--- src/design/raw_pixel_cfg.svh ---
// constants for the diagnostic raw pixel framer link
`ifndef RAW_PIXEL_CFG_SVH
`define RAW_PIXEL_CFG_SVH

// ----------------------------------------------------------------
// word layouts
// ----------------------------------------------------------------
`define FRAME_WIDTH      7'd64
`define FIRST_WORD_WIDTH 7'd16
`define SECOND_WORD_WIDTH 7'd32
`define ENERGY_WIDTH     12
`define ID_EVENT         1'b1
`define ID_FRAME         1'b0
`define HEADER_MARK      4'h1
`define TRAILER_MARK     4'h2

// ----------------------------------------------------------------
// timing
// ----------------------------------------------------------------
`define CLOCK_MHZ        25
`define PIXEL_TIME_US    20
`define PIXEL_CYCLES     (`PIXEL_TIME_US * `CLOCK_MHZ)
`define LINK_RATE_KBPS   1200
`define BIT_CYCLES_MAX   ((`CLOCK_MHZ * 1000) / `LINK_RATE_KBPS)
`define BIT_DIV          5'd4

`endif

--- src/design/raw_pixel_pkg.sv ---
// types shared by both ends of the diagnostic link
`default_nettype none
package raw_pixel_pkg;
    typedef enum logic [0:0] {
        FIRST_KIND  = 1'b0,
        SECOND_KIND = 1'b1
    } detector_type;

    typedef enum logic [3:0] {
        IDLE    = 4'b0001,
        HEADER  = 4'b0010,
        EVENTS  = 4'b0100,
        TRAILER = 4'b1000
    } framer_state_type;
endpackage
`default_nettype wire

--- src/design/raw_pixel_link_if.sv ---
// serial data line between camera controller and data handler
`default_nettype none
interface raw_pixel_link_if;
    logic serialClock;
    logic serialData;
    logic frameActive;

    modport controller (output serialClock, output serialData, output frameActive);
    modport handler    (input serialClock, input serialData, input frameActive);
endinterface
`default_nettype wire

--- src/design/raw_pixel_diagnostic_framer.sv ---
// camera controller end: diagnostic readout framer
`include "raw_pixel_cfg.svh"
`default_nettype none
// Operation
// - read one chip, forward every pixel
// - each pixel slot at most 20 us
// - raw energy sent unchanged, no filtering
// - 64-bit header before, trailer after
// - 16-bit word: id, 12-bit energy, spare
// - second kind: 32-bit word, usual layout
// - second kind operates a single chip
// - host zeroes lower threshold of active columns
// - host shifts active columns across runs
// - link sustains at least 1.2 Mbit/s
// - integration time independent of transmission
// - handler only formats words to packets
// - handler does not accumulate frames
module raw_pixel_diagnostic_framer #(
    parameter int PIXEL_COUNT  = 1024 * 1024,
    parameter int INTEGRATION  = 1250000,
    parameter int CHIP_WIDTH   = 4
) (
    input  wire logic                      clk,
    input  wire logic                      resetn,
    input  wire logic                      start,
    input  wire raw_pixel_pkg::detector_type detectorKind,
    input  wire logic [CHIP_WIDTH-1:0]     chipSelect,
    input  wire logic [31:0]               integrationCycles,
    input  wire logic [`ENERGY_WIDTH-1:0]  pixelEnergy,
    input  wire logic [15:0]               pixelFields,
    output logic                           pixelRequest,
    output logic [CHIP_WIDTH-1:0]          activeChip,
    output logic                           busy,
    output logic                           overrun,
    raw_pixel_link_if.controller           link
);
    // ----------------------------------------------------------------
    // state
    // ----------------------------------------------------------------
    raw_pixel_pkg::framer_state_type state;
    raw_pixel_pkg::detector_type     kind;
    logic [63:0] shiftWord;
    logic [6:0]  bitsLeft;
    logic [4:0]  divCount;
    logic        bitPhase;
    logic [31:0] integCount;
    logic [31:0] pixelCount;
    logic [15:0] slotCount;
    logic        integrating;
    logic        wordPending;
    logic [31:0] pendingWord;
    logic        serialClock;
    logic        serialData;
    logic        frameActive;

    wire bitTick  = (divCount == `BIT_DIV - 5'd1);
    wire shiftOut = bitTick && bitPhase;
    wire wordDone = shiftOut && (bitsLeft == 7'd1);
    wire idleLine = (bitsLeft == 7'd0);
    wire slotEnd  = (slotCount == 16'(`PIXEL_CYCLES - 1));

    // ----------------------------------------------------------------
    // bit clock divider: 25 MHz / 8 = 3.125 Mbit/s, above the minimum
    // ----------------------------------------------------------------
    // held while no run is pending, so the bit grid starts at a fixed offset
    // from start and the header latency follows the integration count alone
    always_ff @(posedge clk) begin
        if (!resetn || (state == raw_pixel_pkg::IDLE && !integrating)) begin
            divCount <= 5'h00;
            bitPhase <= 1'b0;
        end else if (bitTick) begin
            divCount <= 5'h00;
            bitPhase <= ~bitPhase;
        end else begin
            divCount <= divCount + 5'h01;
        end
    end

    // the chip and kind are latched at start so a run never hops chips
    always_ff @(posedge clk) begin
        if (!resetn) begin
            activeChip <= '0;
            kind       <= raw_pixel_pkg::FIRST_KIND;
        end else if (start && state == raw_pixel_pkg::IDLE && !integrating) begin
            activeChip <= chipSelect;
            kind       <= detectorKind;
        end
    end

    // ----------------------------------------------------------------
    // integration then readout sequence
    // ----------------------------------------------------------------
    always_ff @(posedge clk) begin
        if (!resetn) begin
            state       <= raw_pixel_pkg::IDLE;
            integrating <= 1'b0;
            integCount  <= 32'h0000_0000;
            pixelCount  <= 32'h0000_0000;
        end else begin
            unique case (state)
                raw_pixel_pkg::IDLE: begin
                    // a start during the integration wait is refused
                    if (start && !integrating) begin
                        integrating <= 1'b1;
                        integCount  <= integrationCycles;
                    end else if (integrating) begin
                        if (integCount == 32'h0000_0000) begin
                            integrating <= 1'b0;
                            state       <= raw_pixel_pkg::HEADER;
                        end else begin
                            integCount <= integCount - 32'h0000_0001;
                        end
                    end
                end
                raw_pixel_pkg::HEADER: begin
                    if (wordDone) begin
                        state      <= raw_pixel_pkg::EVENTS;
                        pixelCount <= 32'h0000_0000;
                    end
                end
                raw_pixel_pkg::EVENTS: begin
                    if (slotEnd) begin
                        if (pixelCount == 32'(PIXEL_COUNT - 1)) begin
                            state <= raw_pixel_pkg::TRAILER;
                        end else begin
                            pixelCount <= pixelCount + 32'h0000_0001;
                        end
                    end
                end
                raw_pixel_pkg::TRAILER: begin
                    if (wordDone) begin
                        state <= raw_pixel_pkg::IDLE;
                    end
                end
            endcase
        end
    end

    // fixed pixel slot; the pixel is requested at slot start
    always_ff @(posedge clk) begin
        if (!resetn) begin
            slotCount    <= 16'h0000;
            pixelRequest <= 1'b0;
        end else if (state != raw_pixel_pkg::EVENTS || slotEnd) begin
            slotCount    <= 16'h0000;
            pixelRequest <= 1'b0;
        end else begin
            slotCount    <= slotCount + 16'h0001;
            pixelRequest <= (slotCount == 16'h0000);
        end
    end

    // capture raw sample into a pending word, untouched
    always_ff @(posedge clk) begin
        if (!resetn) begin
            wordPending <= 1'b0;
            pendingWord <= 32'h0000_0000;
            overrun     <= 1'b0;
        end else if (state == raw_pixel_pkg::EVENTS && slotCount == 16'h0002) begin
            wordPending <= 1'b1;
            overrun     <= overrun | wordPending;
            if (kind == raw_pixel_pkg::FIRST_KIND) begin
                // id, energy, three zero spare bits
                pendingWord <= {`ID_EVENT, pixelEnergy, 3'b000, 16'h0000};
            end else begin
                // usual 32-bit event layout, chip id field set to zero
                pendingWord <= {`ID_EVENT, pixelFields[14:0], 4'h0, pixelEnergy};
            end
        end else if (state == raw_pixel_pkg::EVENTS && idleLine && wordPending && bitPhase
                     && bitTick) begin
            wordPending <= 1'b0;
        end else if (state == raw_pixel_pkg::IDLE && start && !integrating) begin
            overrun <= 1'b0;
        end
    end

    // ----------------------------------------------------------------
    // serialiser, msb first, data changes on falling link clock
    // ----------------------------------------------------------------
    always_ff @(posedge clk) begin
        if (!resetn) begin
            shiftWord <= 64'h0000_0000_0000_0000;
            bitsLeft  <= 7'd0;
        end else if (shiftOut && !idleLine) begin
            shiftWord <= {shiftWord[62:0], 1'b0};
            bitsLeft  <= bitsLeft - 7'd1;
        end else if (idleLine && bitTick && bitPhase) begin
            if (state == raw_pixel_pkg::HEADER || state == raw_pixel_pkg::TRAILER) begin
                // frame words open with a zero id bit
                shiftWord <= {`ID_FRAME, 3'b000,
                              (state == raw_pixel_pkg::HEADER) ? `HEADER_MARK : `TRAILER_MARK,
                              activeChip, pixelCount,
                              {(24 - CHIP_WIDTH){1'b0}}};
                bitsLeft  <= `FRAME_WIDTH;
            end else if (state == raw_pixel_pkg::EVENTS && wordPending) begin
                shiftWord <= {pendingWord, 32'h0000_0000};
                bitsLeft  <= (kind == raw_pixel_pkg::FIRST_KIND) ? `FIRST_WORD_WIDTH
                                                                  : `SECOND_WORD_WIDTH;
            end
        end
    end

    // link outputs registered
    always_ff @(posedge clk) begin
        if (!resetn) begin
            serialClock <= 1'b0;
            serialData  <= 1'b0;
            frameActive <= 1'b0;
            busy        <= 1'b0;
        end else begin
            serialClock <= bitPhase && !idleLine;
            serialData  <= shiftWord[63];
            frameActive <= !idleLine;
            busy        <= (state != raw_pixel_pkg::IDLE) || integrating || start;
        end
    end

    assign link.serialClock = serialClock;
    assign link.serialData  = serialData;
    assign link.frameActive = frameActive;
endmodule
`default_nettype wire

--- src/flat_wrapper.sv ---
// flat-port wrapper written by rule: the top's interface ports become plain ports
module raw_pixel_diagnostic_framer_flat 
#(
    parameter int PIXEL_COUNT  = 1024 * 1024,
    parameter int INTEGRATION  = 1250000,
    parameter int CHIP_WIDTH   = 4
)
  (clk, resetn, start, detectorKind, chipSelect, integrationCycles, pixelEnergy, pixelFields, pixelRequest, activeChip, busy, overrun, link_serialClock, link_serialData, link_frameActive);
  raw_pixel_link_if link_i ();
  input  wire logic clk;
  input  wire logic resetn;
  input  wire logic start;
  input  wire raw_pixel_pkg::detector_type detectorKind;
  input  wire logic [CHIP_WIDTH-1:0] chipSelect;
  input  wire logic [31:0] integrationCycles;
  input  wire logic [`ENERGY_WIDTH-1:0] pixelEnergy;
  input  wire logic [15:0] pixelFields;
  output logic pixelRequest;
  output logic [CHIP_WIDTH-1:0] activeChip;
  output logic busy;
  output logic overrun;
  output wire logic [$bits(link_i.serialClock)-1:0] link_serialClock;
  output wire logic [$bits(link_i.serialData)-1:0] link_serialData;
  output wire logic [$bits(link_i.frameActive)-1:0] link_frameActive;
  assign link_serialClock = link_i.serialClock;
  assign link_serialData = link_i.serialData;
  assign link_frameActive = link_i.frameActive;
  raw_pixel_diagnostic_framer #(.PIXEL_COUNT(PIXEL_COUNT), .INTEGRATION(INTEGRATION), .CHIP_WIDTH(CHIP_WIDTH)) u_core (.clk(clk), .resetn(resetn), .start(start), .detectorKind(detectorKind), .chipSelect(chipSelect), .integrationCycles(integrationCycles), .pixelEnergy(pixelEnergy), .pixelFields(pixelFields), .pixelRequest(pixelRequest), .activeChip(activeChip), .busy(busy), .overrun(overrun), .link(link_i));
endmodule
--- config.mk ---
export PLATFORM = sky130hd
export DESIGN_NAME = raw_pixel_diagnostic_framer_flat
export DESIGN_NICKNAME = d
export VERILOG_FILES = /design/src/design/raw_pixel_pkg.sv /design/src/design/raw_pixel_link_if.sv /design/src/design/raw_pixel_diagnostic_framer.sv /design/src/flat_wrapper.sv
export VERILOG_INCLUDE_DIRS = /design/src /design/src/design
export SDC_FILE = /design/constraint.sdc
export NUM_CORES = 1
export LEC_CHECK = 0
export BUFFER_PORTS_ARGS = -buffer_cell sky130_fd_sc_hd__buf_4
export CAP_MARGIN = 15
export CORE_MARGIN = 4
export CORE_UTILIZATION = 50
export CTS_BUF_LIST = sky130_fd_sc_hd__clkbuf_8
export DETAILED_ROUTE_END_ITERATION = 16
export PLACE_DENSITY = 0.74
export RECOVER_POWER = 100
export SLEW_MARGIN = 20
export SYNTH_ARGS = -nofsm -noshare
export SYNTH_HDL_FRONTEND = slang
export SYNTH_SLANG_ARGS = --single-unit
--- constraint.sdc ---
create_clock -name clk -period 3.2 [get_ports clk]
set_input_delay 0.48 -clock clk [delete_from_list [all_inputs] [get_ports clk]]
set_output_delay 0.48 -clock clk [all_outputs]
set_load 0.005 [all_outputs]
==> parameters.txt <==
Parameter                              Value

Synth
  Synthesized net count ... 1231
  Leading register cell type out of synthesis ... dfxtp_1
  Dominant combinational cell family by area after synthesis ... simple AND/OR/NAND/NOR gates
  Number of synthesized flops with an enable pin ... 0
  Syn Std Cell Area ... 8945 um2
  Syn. warnings ... 0
  Ys async rst share ... 0
  Post-Synthesis Cells ... 1154
  Simple-gate share of the synthesized area ... 0.2786
  Average footprint of a synthesized cell ... 7.751 um2
  Sequential element share of the synthesized area ... 0.4073
  Share of cell area taken by muxes after synthesis ... 0.01567
  Register bit total from synthesis ... 182
  Distinct cells, synth ... 67
  Complex-gate fraction of the synthesized area ... 0.2200
  Fraction of the mapped netlist area in adder cells ... 0.01259
  Parity-gate share of the synthesized area counting xor and xnor cells ... 0.01958

Die
  Die outline width ... 141.8 um
  Total core area ... 17420 um2
  Count of pins on the block boundary ... 78
  Die extent in y ... 141.8 um
  Standard-cell row count ... 48
  Die area ... 20090 um2
  Initial standard-cell utilization of the core ... 0.5136

Drt
  Total via count in the routed design ... 8467
  ANT nets after route ... 0
  DRC violations left ... 0
  Routed vias/inst ... 5.917
  Initial DRC count ... 670
  Routed len/inst ... 15.52 um
  Final wirelength ... 22.21 mm
  Number of detailed-routing iterations run before antenna repair ... 5

Run status
  Run status ... completed

Final layout
  Layout Cell Area excl Fill ... 10120 um2
  Fraction of final layout cells with drive strength greater than 1 ... 0.1244
  Area of combinational cells with multiple inputs ... 4893 um2
  Number of filler instances in the final layout ... 1643
  Antenna diode count ... 0
  Net count, final ... 1270
  Area Growth Syn to Fin ... 13.11%
  Flip-flop and latch area ... 3643 um2

Timing
  RSZ-0062 raised after global routing ... false
  Headroom to the max-slew limit ... 0.3255
  Number of failing hold endpoints at the final stage ... 0
  Post-route minimum period ... 2.876 ns
  Post-route clock period utilization ... 0.8988
  Final worst clock skew ... 0.02493 ns
  Final total negative setup slack ... 0 ns
  Fin Hold WS ... 0.2592 ns
  Actual slew at the worst max-slew pin ... 1.012 ns
  Maximum frequency from static timing analysis ... 0.3477 GHz
  Worst Slack Setup Final ... 0.3238 ns
  Slew Limit Fails ... 0
  Number of setup violations in the final report ... 0

Clock network
  Number of buffers created by CTS ... 17
  Number of sinks on the clock net ... 182
  CTS Buffer Depth ... 2
  Clk slew on worst S/H paths ... 0.10 ns
  Later-pin clock latency in the skew report ... 0.47 ns
  Clk root buf ... clkbuf_8
  Number of levels the H-tree was split into ... 4
  Post-CTS Repair Setup Buffers ... 0
  CTS hold repair buffers ... 0
  Clock tree from TritonCTS ... done
  Number of cells upsized or downsized after cts ... 0

Pwr
  Reported leakage power ... 3.437 nW
  Pwr Density ... 506.0 nW/um2
  VDD IR max ... 0.2946 mV

Critical path
  Nature of the critical path startpoint ... flip-flop
  Start-to-end type of the worst setup path ... flip-flop to flip-flop
  CP max-delay cell ... nor4_1
  Critical Path AT ... 3.25 ns
  Largest stage delay, worst path ... 0.72 ns
  Maximum fanout along the worst path ... 7
  Total buffers and inverters traversed by the critical path ... 0
  Crit path max-delay family ... simple AND/OR/NAND/NOR gates
  Worst path required time ... 3.57 ns
  Kind of end point of the critical path ... flip-flop
  Crit-path cells ... or4_1 > nor4_1 > and2_0 > nand4_1 > o31a_1 > o32ai_1

Global routing
  Residual overflow from global routing ... 0
  Total Routing Usage GR ... 0.2224
  Global-route wire length before repair ... 37.19 mm
  Number of global-route vias before repair ... 7425
  Antenna violations before repair ... 0
  Maximum number of pins on one net before global-route repair ... 68

Placed design
  Placer's final routability congestion estimate ... 0.8652
  Placed Area ... 9739 um2
  Detail Placement HPWL ... 15.26 mm
  Buffers added on ports ... 76
  Minimum setup slack after placement ... 0.5385 ns

Job
  Max Cap Viol ... 0

Worst hold path
  Worst hold path type ... input port to flip-flop
synth_stat cells, drive strengths merged, types with 4 or more instances:
cell    number  area (um2)
a211oi      15       112.6
xor2        14       122.6
ha           9       112.6
nand2      142       533.0
or3         29       181.4
xnor2        6       52.55
o41ai        4       35.03
nor4        13       93.84
o21a         6       45.04
a21oi      126       630.6
and2         6       37.54
buf         26       138.9
and3        14       87.58
o211ai      13       102.6
a311oi      34       297.8
dfxtp      182        3643
o21ai       43       215.2
o31ai       17       127.6
and4         4       35.03
nor2       161       606.8
o32ai        9       78.83
nor3        32       165.2
a22oi        4       30.03
nand3       75       375.4
nand4       12       90.09
inv         12       45.04
a221oi       7       61.31
a21o         9       67.56
clkbuf      61       229.0
mux2i       14       140.1
or4         13       97.59
or2          4       25.02
through the flow:
| step | power [W] | util | cells |
|---|---|---|---|
| 2_1_floorplan | 0.003200 | - | 1154 |
| 4_1_cts | 0.005136 | 0.5836 | 1431 |
| 6_report | 0.005119 | 0.5809 | 1431 |
| 3_3_place_gp | 0.003482 | 0.5592 | 1399 |
| 3_5_place_dp | 0.003502 | 0.5592 | 1399 |
| 5_1_grt | 0.005365 | 0.5809 | 1431 |
report_power, final:
group / internal, W / switching (W) / total [W]
Combinational: 0.000409 / 0.000576 / 0.000985
Clock: 0.000763 / 0.000894 / 0.00166
Sequential: 0.00236 / 0.000118 / 0.00248
cell type report:
class,instances,area share
clock buffers,19,0.02585
clock inverters,13,0.01620
inverters,12,0.004576
multi-input cells,873,0.4837
flip-flops and latches,182,0.3601
well taps,225,0.02783
repair buffers,107,0.08175
metal layers:
metal | GRT usage | share of wire | vias up
li1 | - | - | 4254
met1 | 0.3273 | 0.49 | 3978
met2 | 0.3360 | 0.45 | 210
met3 | 0.04044 | 0.049 | 25
met4 | 0.05909 | 0.012 | 0
met5 | 0 | 0 | -
sequential cells by signal, summed over array words and instances, names as in the netlist, 4 cells and up:
signal / cells
u_core.activeChip: 4
u_core.bitsLeft: 7
u_core.state: 4
u_core.slotCount: 16
u_core.pixelCount: 32
u_core.pendingWord: 28
u_core.shiftWord: 44
u_core.integCount: 32
u_core.divCount: 5
cell usage in the layout, fill, tap and decap left out, drive strengths merged, types with 4 or more instances in the layout:
| master | n |
|---|---|
| or3 | 29 |
| nand4 | 12 |
| o21ai | 43 |
| nand2 | 142 |
| clkbuf | 36 |
| o211ai | 13 |
| a221oi | 7 |
| o31ai | 17 |
| o32ai | 9 |
| and4 | 4 |
| clkinv | 6 |
| mux2i | 14 |
| nor4 | 13 |
| nor3 | 32 |
| and2 | 6 |
| a311oi | 34 |
| a22oi | 4 |
| ha | 9 |
| nor2 | 161 |
| or2 | 4 |
| dfxtp | 182 |
| or4 | 13 |
| xor2 | 14 |
| buf | 90 |
| xnor2 | 6 |
| o21a | 6 |
| inv | 17 |
| a21o | 9 |
| nand3 | 75 |
| a211oi | 15 |
| o41ai | 4 |
| a21oi | 126 |
| and3 | 14 |
final timing paths:
kind | cells past startpoint | endpoint | start | slack [ns]
setup / recovery | 6 | u_core.integCount[29]$_SDFFE_PN0P_ | u_core.integCount[0]$_SDFFE_PN0P_ | 0.32
hold / removal | 3 | u_core.activeChip[0]$_SDFFE_PN0P_ | chipSelect[0] | 0.26
setup reg to reg | 6 | u_core.integCount[29]$_SDFFE_PN0P_ | u_core.integCount[0]$_SDFFE_PN0P_ | 0.32
hold reg to reg | 2 | u_core.pendingWord[0]$_SDFFE_PN0P_ | u_core.pendingWord[0]$_SDFFE_PN0P_ | 0.46
worst register-to-register path: cells and delay by family (launching register included):
kind	cells	cell delay [ns]
AO/OA/AOI/OAI	2	0.48
flip-flops	1	0.34
AND/OR/NAND/NOR	4	1.96
logic make-up (layout without fill, tap and decap cells):
family	Yosys count	after routing
AND/OR/NAND/NOR	523	523
AO/OA/AOI/OAI	307	307
flip-flops	182	182
buffers and inverters	99	151
XOR/XNOR	20	20
multiplexers	14	14
adder cells (fa/ha/maj)	9	9
No activity file was read; power rests on OpenSTA's default activity.
